[src/hdl/pms_map.vh]
// Notes on behaviour
// - Control bits 2..0 disable fault, transmit, LED.
// - Status bit 15 always reads zero.
// - Status bits 14..11 read one, speed abilities.
// - Status bits 10..6 read zero, no suppression.
// - Status bit 5 shows negotiation done.
// - Status bit 4 shows far end fault.
// - Status bit 3 reads one, negotiation ability.
// - Status bit 2 shows link up.
// - Status bits 1 and 0 read zero.
// - Identifier high is a constant word.
// - Identifier low is a constant word.
// - Advertisement bit 10 pause, writable, resets one.
// - Advertisement bits 8..5 writable, reset one.
// - Advertisement bits 15..11 and 9 read zero.
// - Partner bit 10 shows partner pause ability.
// - Partner bits 8..5 show partner abilities.
// - Ports answer at addresses 2 and 3.
`ifndef PMS_MAP_VH
`define PMS_MAP_VH

`define PMS_PORT0_ADDR 5'h02
`define PMS_PORT1_ADDR 5'h03

`define PMS_REG_CTRL 5'h00
`define PMS_REG_STS 5'h01
`define PMS_REG_IDH 5'h02
`define PMS_REG_IDL 5'h03
`define PMS_REG_ADV 5'h04
`define PMS_REG_LPA 5'h05
`define PMS_REG_RSVD 5'h1d
`define PMS_REG_SPEC 5'h1f

// Identification words; the values are arbitrary.
`define PMS_ID_HIGH 16'h0a5a
`define PMS_ID_LOW 16'h5c31

`define PMS_CTRL_FEF 2
`define PMS_CTRL_TXD 1
`define PMS_CTRL_LED 0
`define PMS_CTRL_RST 3'h0

`define PMS_STS_FIXED 16'h7808
`define PMS_STS_AND 5
`define PMS_STS_FEF 4
`define PMS_STS_LINK 2

`define PMS_ABL_PAUSE 10
`define PMS_ABL_HI 8
`define PMS_ABL_LO 5
`define PMS_ADV_RST 5'h1f
`define PMS_SELECTOR 5'h01
`define PMS_LPA_RST 5'h00

`define PMS_ONES_MIN 6'h20
`define PMS_HDR_LAST 4'hb
`define PMS_TA_LAST 4'h1
`define PMS_DATA_LAST 4'hf
`define PMS_OP_RD 2'h2
`define PMS_OP_WR 2'h1
`define PMS_F_OP 11:10
`define PMS_F_PHY 9:5
`define PMS_F_PORT 5
`define PMS_F_REG 4:0
`define PMS_ZERO16 16'h0000

`endif

[src/hdl/pms_regs.v]
`timescale 1ns/100ps
`include "pms_map.vh"
// Management registers of two copper ports behind a serial MDC/MDIO slave.
module pms_regs (
  input wire mclk,
  input wire rst,
  input wire mdc,
  input wire mdio_in,
  output wire mdio_out,
  output wire mdio_oe,
  input wire [1:0] link_up,
  input wire [1:0] an_done,
  input wire [1:0] far_fault,
  input wire [1:0] an_restart,
  input wire [1:0] lp_page_vld,
  input wire [31:0] lp_page,
  output wire [1:0] fef_disable,
  output wire [1:0] tx_disable,
  output wire [1:0] led_disable,
  output wire [1:0] adv_pause,
  output wire [7:0] adv_ability
);

  ////////////////////////////////////////////////////////////////////////
  localparam S_PRE = 3'd0;
  localparam S_ST = 3'd1;
  localparam S_HDR = 3'd2;
  localparam S_TA = 3'd3;
  localparam S_DATA = 3'd4;

  function port_hit;
    input [4:0] addr;
    begin
      port_hit = (addr == `PMS_PORT0_ADDR) || (addr == `PMS_PORT1_ADDR);
    end
  endfunction

  function is_reg;
    input [4:0] idx;
    input [4:0] want;
    begin
      is_reg = (idx == want);
    end
  endfunction

  ////////////////////////////////////////////////////////////////////////
  // Pin sampling. Edges come from the second stage only.
  wire [1:0] pin_s;
  wire mdc_s;
  wire bit_s;
  reg mdc_d1_q;
  wire mdc_rise;

  pms_sync #(.W(2)) u_sync (
    .mclk(mclk),
    .rst(rst),
    .d({mdc, mdio_in}),
    .q(pin_s)
  );

  assign mdc_s = pin_s[1];
  assign bit_s = pin_s[0];
  assign mdc_rise = mdc_s && !mdc_d1_q;

  ////////////////////////////////////////////////////////////////////////
  // Frame engine state.
  reg [2:0] state_q;
  reg [2:0] state_d;
  reg [5:0] ones_q;
  reg [5:0] ones_d;
  reg [3:0] cnt_q;
  reg [3:0] cnt_d;
  reg [11:0] hdr_q;
  reg [11:0] hdr_d;
  reg [15:0] shift_q;
  reg [15:0] shift_d;
  reg rd_op_q;
  reg rd_op_d;
  reg port_q;
  reg port_d;
  reg [4:0] register_index_q;
  reg [4:0] register_index_d;
  reg mdio_out_q;
  reg mdio_out_d;
  reg mdio_oe_q;
  reg mdio_oe_d;
  reg [15:0] rd_word;

  wire [11:0] hdr_next;
  wire [15:0] wr_word;
  wire wr_go;

  assign hdr_next = {hdr_q[10:0], bit_s};
  assign wr_word = {shift_q[14:0], bit_s};
  assign wr_go = mdc_rise && (state_q == S_DATA) &&
                 (cnt_q == `PMS_DATA_LAST) && !rd_op_q;

  ////////////////////////////////////////////////////////////////////////
  // Per-port register state.
  wire [5:0] ctrl_w;
  wire [1:0] sts_and_w;
  wire [1:0] sts_fef_w;
  wire [1:0] sts_link_w;
  wire [9:0] adv_w;
  wire [9:0] lpa_w;

  genvar gi;
  generate
    for (gi = 0; gi < 2; gi = gi + 1) begin : g_port
      reg [2:0] ctrl_q;
      reg [4:0] adv_q;
      reg and_q;
      reg fef_q;
      reg link_q;
      wire wr_here;

      assign wr_here = wr_go && (port_q == gi);

      always @(posedge mclk) begin
        if (rst) begin
          ctrl_q <= `PMS_CTRL_RST;
          adv_q <= `PMS_ADV_RST;
          and_q <= 1'b0;
          fef_q <= 1'b0;
          link_q <= 1'b0;
        end else begin
          // Writes to any other index leave the port untouched.
          if (wr_here && is_reg(register_index_q, `PMS_REG_CTRL)) begin
            ctrl_q <= {wr_word[`PMS_CTRL_FEF], wr_word[`PMS_CTRL_TXD],
                       wr_word[`PMS_CTRL_LED]};
          end
          if (wr_here && is_reg(register_index_q, `PMS_REG_ADV)) begin
            adv_q <= {wr_word[`PMS_ABL_PAUSE],
                      wr_word[`PMS_ABL_HI:`PMS_ABL_LO]};
          end
          and_q <= an_done[gi];
          // With detection disabled a far end fault is not reported.
          fef_q <= far_fault[gi] && !ctrl_q[`PMS_CTRL_FEF];
          link_q <= link_up[gi];
        end
      end

      pms_partner u_partner (
        .mclk(mclk),
        .rst(rst),
        .page_vld(lp_page_vld[gi]),
        .page(lp_page[gi*16+15:gi*16]),
        .an_restart(an_restart[gi]),
        .link_up(link_up[gi]),
        .ability(lpa_w[gi*5+4:gi*5])
      );

      assign ctrl_w[gi*3+2:gi*3] = ctrl_q;
      assign adv_w[gi*5+4:gi*5] = adv_q;
      assign sts_and_w[gi] = and_q;
      assign sts_fef_w[gi] = fef_q;
      assign sts_link_w[gi] = link_q;
      assign fef_disable[gi] = ctrl_q[`PMS_CTRL_FEF];
      assign tx_disable[gi] = ctrl_q[`PMS_CTRL_TXD];
      assign led_disable[gi] = ctrl_q[`PMS_CTRL_LED];
      assign adv_pause[gi] = adv_q[4];
      assign adv_ability[gi*4+3:gi*4] = adv_q[3:0];
    end
  endgenerate

  ////////////////////////////////////////////////////////////////////////
  // Read word for the index just received. Port comes from address bit 0.
  wire rp;
  assign rp = hdr_next[`PMS_F_PORT];

  always @* begin
    rd_word = `PMS_ZERO16;
    case (hdr_next[`PMS_F_REG])
      `PMS_REG_CTRL: begin
        rd_word[`PMS_CTRL_FEF] = ctrl_w[rp*3+2];
        rd_word[`PMS_CTRL_TXD] = ctrl_w[rp*3+1];
        rd_word[`PMS_CTRL_LED] = ctrl_w[rp*3];
      end
      `PMS_REG_STS: begin
        rd_word = `PMS_STS_FIXED;
        rd_word[`PMS_STS_AND] = sts_and_w[rp];
        rd_word[`PMS_STS_FEF] = sts_fef_w[rp];
        rd_word[`PMS_STS_LINK] = sts_link_w[rp];
      end
      `PMS_REG_IDH: begin
        rd_word = `PMS_ID_HIGH;
      end
      `PMS_REG_IDL: begin
        rd_word = `PMS_ID_LOW;
      end
      `PMS_REG_ADV: begin
        rd_word[4:0] = `PMS_SELECTOR;
        rd_word[`PMS_ABL_PAUSE] = adv_w[rp*5+4];
        rd_word[`PMS_ABL_HI:`PMS_ABL_LO] = adv_w[rp*5+3 -: 4];
      end
      `PMS_REG_LPA: begin
        rd_word[4:0] = `PMS_SELECTOR;
        rd_word[`PMS_ABL_PAUSE] = lpa_w[rp*5+4];
        rd_word[`PMS_ABL_HI:`PMS_ABL_LO] = lpa_w[rp*5+3 -: 4];
      end
      `PMS_REG_RSVD: begin
        rd_word = `PMS_ZERO16;
      end
      default: begin
        rd_word = `PMS_ZERO16;
      end
    endcase
  end

  ////////////////////////////////////////////////////////////////////////
  // Frame sequencing, one step per sampled rising edge of mdc. The port
  // only drives mdio from the second turnaround bit to the last data bit.
  always @* begin
    state_d = state_q;
    ones_d = ones_q;
    cnt_d = cnt_q;
    hdr_d = hdr_q;
    shift_d = shift_q;
    rd_op_d = rd_op_q;
    port_d = port_q;
    register_index_d = register_index_q;
    mdio_out_d = mdio_out_q;
    mdio_oe_d = mdio_oe_q;
    if (mdc_rise) begin
      case (state_q)
        S_PRE: begin
          if (bit_s) begin
            if (ones_q != `PMS_ONES_MIN) begin
              ones_d = ones_q + 6'd1;
            end
          end else begin
            // A full preamble is needed; it cannot be suppressed.
            if (ones_q == `PMS_ONES_MIN) begin
              state_d = S_ST;
            end
            ones_d = 6'd0;
          end
        end
        S_ST: begin
          cnt_d = 4'd0;
          state_d = bit_s ? S_HDR : S_PRE;
        end
        S_HDR: begin
          hdr_d = hdr_next;
          if (cnt_q == `PMS_HDR_LAST) begin
            cnt_d = 4'd0;
            rd_op_d = (hdr_next[`PMS_F_OP] == `PMS_OP_RD);
            port_d = hdr_next[`PMS_F_PORT];
            register_index_d = hdr_next[`PMS_F_REG];
            shift_d = rd_word;
            if (port_hit(hdr_next[`PMS_F_PHY]) &&
                ((hdr_next[`PMS_F_OP] == `PMS_OP_RD) ||
                 (hdr_next[`PMS_F_OP] == `PMS_OP_WR))) begin
              state_d = S_TA;
            end else begin
              state_d = S_PRE;
            end
          end else begin
            cnt_d = cnt_q + 4'd1;
          end
        end
        S_TA: begin
          if (cnt_q == `PMS_TA_LAST) begin
            cnt_d = 4'd0;
            state_d = S_DATA;
            if (rd_op_q) begin
              mdio_out_d = shift_q[15];
              shift_d = {shift_q[14:0], 1'b0};
            end
          end else begin
            cnt_d = cnt_q + 4'd1;
            if (rd_op_q) begin
              mdio_out_d = 1'b0;
              mdio_oe_d = 1'b1;
            end
          end
        end
        S_DATA: begin
          if (cnt_q == `PMS_DATA_LAST) begin
            cnt_d = 4'd0;
            mdio_oe_d = 1'b0;
            mdio_out_d = 1'b0;
            state_d = S_PRE;
          end else begin
            cnt_d = cnt_q + 4'd1;
            if (rd_op_q) begin
              mdio_out_d = shift_q[15];
              shift_d = {shift_q[14:0], 1'b0};
            end else begin
              shift_d = wr_word;
            end
          end
        end
        default: begin
          state_d = S_PRE;
          ones_d = 6'd0;
          mdio_oe_d = 1'b0;
        end
      endcase
    end
  end

  always @(posedge mclk) begin
    if (rst) begin
      mdc_d1_q <= 1'b0;
      state_q <= S_PRE;
      ones_q <= 6'd0;
      cnt_q <= 4'd0;
      hdr_q <= 12'h000;
      shift_q <= `PMS_ZERO16;
      rd_op_q <= 1'b0;
      port_q <= 1'b0;
      register_index_q <= 5'h00;
      mdio_out_q <= 1'b0;
      mdio_oe_q <= 1'b0;
    end else begin
      mdc_d1_q <= mdc_s;
      state_q <= state_d;
      ones_q <= ones_d;
      cnt_q <= cnt_d;
      hdr_q <= hdr_d;
      shift_q <= shift_d;
      rd_op_q <= rd_op_d;
      port_q <= port_d;
      register_index_q <= register_index_d;
      mdio_out_q <= mdio_out_d;
      mdio_oe_q <= mdio_oe_d;
    end
  end

  assign mdio_out = mdio_out_q;
  assign mdio_oe = mdio_oe_q;

endmodule // pms_regs

[src/hdl/pms_sync.v]
`timescale 1ns/100ps
// Two-stage synchroniser for pins sampled on mclk.
module pms_sync #(
  parameter W = 2
) (
  input wire mclk,
  input wire rst,
  input wire [W-1:0] d,
  output wire [W-1:0] q
);
  reg [W-1:0] s1_q;
  reg [W-1:0] s2_q;
  always @(posedge mclk) begin
    if (rst) begin
      s1_q <= {W{1'b0}};
      s2_q <= {W{1'b0}};
    end else begin
      s1_q <= d;
      s2_q <= s1_q;
    end
  end
  assign q = s2_q;
endmodule // pms_sync

[src/hdl/pms_partner.v]
`timescale 1ns/100ps
`include "pms_map.vh"
// Holds one port's partner abilities: pause in bit 4, then 100FD..10HD.
module pms_partner (
  input wire mclk,
  input wire rst,
  input wire page_vld,
  input wire [15:0] page,
  input wire an_restart,
  input wire link_up,
  output wire [4:0] ability
);
  reg [4:0] abl_q;
  always @(posedge mclk) begin
    if (rst) begin
      abl_q <= `PMS_LPA_RST;
    end else if (an_restart || !link_up) begin
      // A stale page must never survive a restart, so clearing wins.
      abl_q <= `PMS_LPA_RST;
    end else if (page_vld) begin
      abl_q <= {page[`PMS_ABL_PAUSE], page[`PMS_ABL_HI:`PMS_ABL_LO]};
    end
  end
  assign ability = abl_q;
endmodule // pms_partner

[config.mk]
export PLATFORM = sky130hd
export DESIGN_NAME = pms_regs
export DESIGN_NICKNAME = d
export VERILOG_FILES = /design/src/hdl/pms_regs.v /design/src/hdl/pms_sync.v /design/src/hdl/pms_partner.v
export VERILOG_INCLUDE_DIRS = /design/src /design/src/hdl
export SDC_FILE = /design/constraint.sdc
export NUM_CORES = 1
export LEC_CHECK = 0
export BUFFER_PORTS_ARGS = -buffer_cell sky130_fd_sc_hd__buf_2
export CAP_MARGIN = 30
export CORE_ASPECT_RATIO = 0.8
export CORE_MARGIN = 2
export CORE_UTILIZATION = 45
export DETAILED_ROUTE_END_ITERATION = 12
export PLACE_DENSITY = 0.72
export SLEW_MARGIN = 10
export SYNTH_ARGS = -nofsm -noshare
export SYNTH_HDL_FRONTEND = slang
export SYNTH_SLANG_ARGS = --single-unit
[constraint.sdc]
create_clock -name mclk -period 1.72 [get_ports mclk]
set_input_delay 0.258 -clock mclk [delete_from_list [all_inputs] [get_ports mclk]]
set_output_delay 0.258 -clock mclk [all_outputs]
set_load 0.05 [all_outputs]
-- Yosys cells after proc, flatten, opt, wreduce, memory -nomap -nowiden
Cells that the tools add are included.
- bits in registers: 86
- output and inout port bits: 18
- $add $sub $neg: 6
- $mul: 2
- order comparisons: 5
- equality and inequality tests: 29
- shift-type cells: 2
- muxes and demuxes: 51
- bitwise operators: 3
- reduce and logical (&&, ||, !) cells: 42
- operators by type and width (kind ; count):
    $mux W16 ; 4
    $pmux W16 S3 ; 1
    $shiftx A13 B33 Y4 ; 1
    $pmux W6 S5 ; 1
    $eq A5 B2 Y1 const B ; 4
    $mux W1 ; 20
    $pmux W4 S4 ; 1
    $eq A5 B3 Y1 const B ; 3
    $mux W3 ; 5
    $pmux W3 S5 ; 1
    $ne A2 B2 Y1 const B ; 7
    $logic_and A1 B1 Y1 ; 13
    $shiftx A13 B6 Y4 ; 1
    $mux W4 ; 3
    $mux W6 ; 2
    $pmux W3 S4 ; 1
    $pmux W4 S3 ; 1
    $pmux W6 S2 ; 1
    $reduce_and A6 Y1 ; 2
    $logic_not A5 Y1 ; 2
    $bmux W1 S3 ; 3
    $reduce_and A3 Y1 ; 3
    $bmux W1 S4 ; 2
    $eq A4 B4 Y1 const B ; 2
    other kinds (38) ; 56

-- Logic depth before layout (Yosys ltp)
- depth after elaboration: 7
- depth in mapped cells: 8
- mapped depth without buffers: 7

-- Hierarchy
Synthesis repeated with hierarchy kept, for this count alone.
- cell total of the unflattened synthesis: 421
- area total of the unflattened synthesis: 4046.4 um2
- modules (own cells, without submodules) (module ; instances ; cells each ; area each (um2) ; sequential area each (um2)):
    pms_regs ; 1 ; 379 ; 3570.9 ; 1441.4
    pms_partner ; 2 ; 17 ; 185.2 ; 100.1
    pms_sync ; 1 ; 8 ; 105.1 ; 80.1

-- Worst setup path before layout
No wires, ideal clock.
- kind: register -> register
- start: register cnt_q[0]
- end: register shift_q[7]
- setup time: 0.091 ns
- arrival time: 1.584 ns
- slack: 0.045 ns
- stages on the path, launching flop included: 8
- period minus slack after synthesis: 1.675 ns
- cell sequence: dfxtp_1 ha_1 nor3b_2 o2bb2ai_1 nor3_4 buf_6 nor2_1 a311oi_1
- word-level cells in the longest chain between the ends: 3
- elaborated cells on any way between the ends: 7
- those cells by class: eq/ne (6); reduce/logical (1)
- ends and longest elaborated chain (item ; RTL line ; RTL):
    start: declaration ; pms_regs.v:71 ; reg [3:0] cnt_q;
    start signal: assignment ; pms_regs.v:320 ; cnt_q <= cnt_d;
    $eq A4 B4 Y1 (no source line) / $eq A4 B1 Y1 (equally long branches) ; n/a ;
    $ne A2 B2 Y1 (no source line) ; n/a ;
    $reduce_and A6 Y1 (no source line) * ; n/a ;
    end signal: assignment ; pms_regs.v:310 ; shift_q <= `PMS_ZERO16;
    end signal: assignment ; pms_regs.v:322 ; shift_q <= shift_d;
    end: declaration ; pms_regs.v:75 ; reg [15:0] shift_q;
Mark *: on every way between the ends. The rest lies on a longest branch, timed or not.
A chain may end at the register's enable or synchronous reset.

-- Final worst setup path
- start: register cnt_q[1]
- end: register state_q[2]
- word-level cells in the longest chain between the ends: 3
- elaborated cells on any way between the ends: 7
- those cells by class: eq/ne (6); reduce/logical (1)
- ends and longest elaborated chain (item ; RTL line ; RTL):
    $eq A4 B1 Y1 (no source line) / $eq A4 B4 Y1 (equally long branches) ; n/a ;
    $ne A2 B2 Y1 (no source line) / $ne A2 B1 Y1 (equally long branches) ; n/a ;
    $reduce_and A6 Y1 (no source line) * ; n/a ;
    end signal: assignment ; pms_regs.v:318 ; state_q <= state_d;
    end: declaration ; pms_regs.v:67 ; reg [2:0] state_q;
Marks and branches as above.

==> metrics <==
HPWL after DPL 6.80 mm; initial drt markers 141; mux share of post-synthesis cell area 0.114; combinational family with the most area after synthesis simple AND/OR/NAND/NOR gates; Post-Synth XOR/XNOR Area 0.0134; vias in the first global route 3221; global-route track usage on met1 0.293; Routed Antenna Nets 0; Skew-Pair Late Insertion Delay 0.36 ns; worst min path class in -> reg; Hold WS 0.103 ns; met2 Use GR 0.326; worst-path fanout max 3; row count 30; Total Wirelength 9.62 mm; maximum vdd ir drop 376 uV; Yosys top cell area share 0.439; Syn Area/Cell 8.86 um2; global-route wire length before repair 15.6 mm; H-tree levels 3; failing checks negative setup slack; P_leak 1.89 nW; hold depth 2; router iterations before antenna repair 4; placed instance area 4500 um2; critical-path cell list inv_2 > ha_2 > nor3b_4 > o2bb2ai_4 > buf_6 > a311o_1 > mux2i_1 > nor2_1; unrepaired setup endpoints after global routing true; initial core utilization 0.463; Max clock buf depth 2; synth top area cells dfxtp_1 44%, mux2i_1 7.7%, nor2_1 6.6%; asr flop ratio synth 0; Synth Area in Simple Gates 0.252; syn_nets 494; CTS tree yes; die area 9490 um2; slowest stage delay, CP 0.37 ns; Seq pwr share 0.580; Top Usage Layer GRT met2; met3 usage 0.0441; CTS Buf Count 9; critical path type reg -> reg; share of cells above drive strength 1 0.318; Die X 108 um; Top Family by Delay on Critical Path compound AO/OA/AOI/OAI gates; Internal Power 2.64 mW; Worst EP required 1.97 ns; register area share after synthesis 0.439; Slowest cell on crit path dfxtp_4; type of origin of the critical path flip-flop; chip height 87.5 um; number of cells on the critical path 8; switching pwr 0.830 mW; GRT Util Overall 0.211; Buffers & Inverters on Critical Path 2; worst path arrival time 1.99 ns; Max Fclk 574 MHz; R2R depth 8; post-synthesis adder-cell area fraction 0.0159; Netlist Area Pre-Place 3920 um2; commonest non-fill, non-tap cells in the layout 78 x dfxtp_1, 69 x nor2_1, 42 x nand2_1, 42 x buf_4, 41 x buf_2; CTS clk-pin slew, worst paths 0.08 ns; initial antenna violation count 0; Root Buffer clkbuf_8; largest net degree at the start of global routing 37; Clock Skews 0.00864 ns; slack of the critical path -0.0225 ns; Crit. End Element flip-flop; slew margin rel. 0.704; GPL Wtd Cong 0.842; DRC Markers 0; FF+latch count, synth 86; worst-margin pin slew 0.444 ns; Synth Area in Compound Gates 0.123; fin. max-slew vios 0; Logic pwr share 0.043; Clock Sink Count 86; number of enable flip-flop cells after synthesis 0; Syn Inst Count 443; clock share of power 0.377; Nets 571; sw frac 0.240; period utilization 1.01; io pins 64; synth unique cells 51; Port Buffer Count 41; Power Dens Cells 689 nW/um2; final-report hold violation count 0; # diodes 0; setup violators final 8; status complete, but fails checks; Period minus WS final 1.74 ns; max cap viols 0; core area 8480 um2; final instance area 5030 um2; grt ovf 0; post-DR wirelength/cell 15.1 um; CTS Hold Bufs 0; Top FF cell, synth dfxtp_1; Via density 5.43; Area Growth Syn to Fin 28.3%; cell accounting for the most synthesized area dfxtp_1; most common cell after layout, fill and taps aside dfxtp_1; count of warnings emitted by yosys 0; Layout fillers 725; Power, Total 3.47 mW; Vias 3458
[power by group through the flow]
stage,Combinational (mW),Clock (mW),Sequential (mW)
after floorplan,0.0915,0,2.06
after global placement,0.140,0,2.06
after detailed placement,0.143,0,2.06
after CTS,0.144,1.34,2.02
after global routing,0.166,1.43,2.01
final,0.149,1.31,2.01
[registers in the layout, indices dropped and copies added (netlist names)]
signal / cells
cnt_q: 4
g_port.adv_q: 10
g_port.and_q: 2
g_port.ctrl_q: 6
g_port.fef_q: 2
g_port.link_q: 2
g_port.u_partner.ability: 10
hdr_q: 11
mdc_d1_q: 1
mdio_oe: 1
mdio_out: 1
ones_q: 6
port_q: 1
rd_op_q: 1
register_index_q: 5
shift_q: 16
state_q: 3
u_sync.q: 2
u_sync.s1_q: 2
[through the flow]
step	TNS (ns)	setup WS [ns]	util	cells
after floorplan	0	0.0449	-	443
after global placement	-0.157	-0.0331	0.531	609
after detailed placement	-1.15	-0.0836	0.531	609
after CTS	0	0.00448	0.555	625
after global routing	-1.52	-0.101	0.593	637
final	-0.112	-0.0225	0.593	637
[metal layers]
| layer | share of wire | vias up |
|---|---|---|
| met3 | 0.043 | 14 |
| met1 | 0.47 | 1646 |
| li1 | - | 1714 |
| met5 | 0 | - |
| met4 | 0.013 | 0 |
| met2 | 0.48 | 84 |
[Yosys cell counts, drive strengths merged, types with 5 or more instances]
cell,instances
a211oi,12
a21oi,38
buf,13
clkbuf,17
dfxtp,86
ha,5
inv,8
mux2i,30
mux4,6
nand2,43
nand3,9
nand4,6
nor2,70
nor2b,16
nor3,21
nor3b,8
nor4,5
o21ai,5
[final timing paths]
| path | start | end | slack, ns |
|---|---|---|---|
| max | cnt_q[1] | state_q[2] | -0.02 |
| min | an_done[1] | g_port[1].and_q | 0.10 |
| max reg2reg | cnt_q[1] | state_q[2] | -0.02 |
| min reg2reg | u_sync.s1_q[1] | u_sync.q[1] | 0.44 |
[layout make-up]
cell class	instances	area, um2	area share
repair buffers	96	716	0.142
well taps	112	140	0.0278
inverters	8	30.0	0.00597
clock buffers	10	138	0.0273
clock inverters	6	46.3	0.00920
multi-input cells	319	2220	0.441
flip-flops and latches	86	1740	0.346
[worst register-to-register path: stages, from the launching register on]
cell	delay, ns
dfxtp_4	0.37
inv_2	0.05
ha_2	0.16
nor3b_4	0.24
o2bb2ai_4	0.10
buf_6	0.12
a311o_1	0.34
mux2i_1	0.19
nor2_1	0.07
[what timing repair did]
action / in CTS / in global routing
pin swaps: 1 / 4
setup endpoints to repair: 34 / 49
setup buffers: 0 / 11
gates resized for setup: 8 / 51
cloned: 0 / 1
[logic make-up after synthesis]
kind of cell / after synthesis
AO/OA/AOI/OAI: 77
AND/OR/NAND/NOR: 194
buffers and inverters: 38
flip-flops: 86
adder cells (fa/ha/maj): 5
multiplexers: 37
XOR/XNOR: 6
Note: power is estimated with default switching activity, not from simulation.
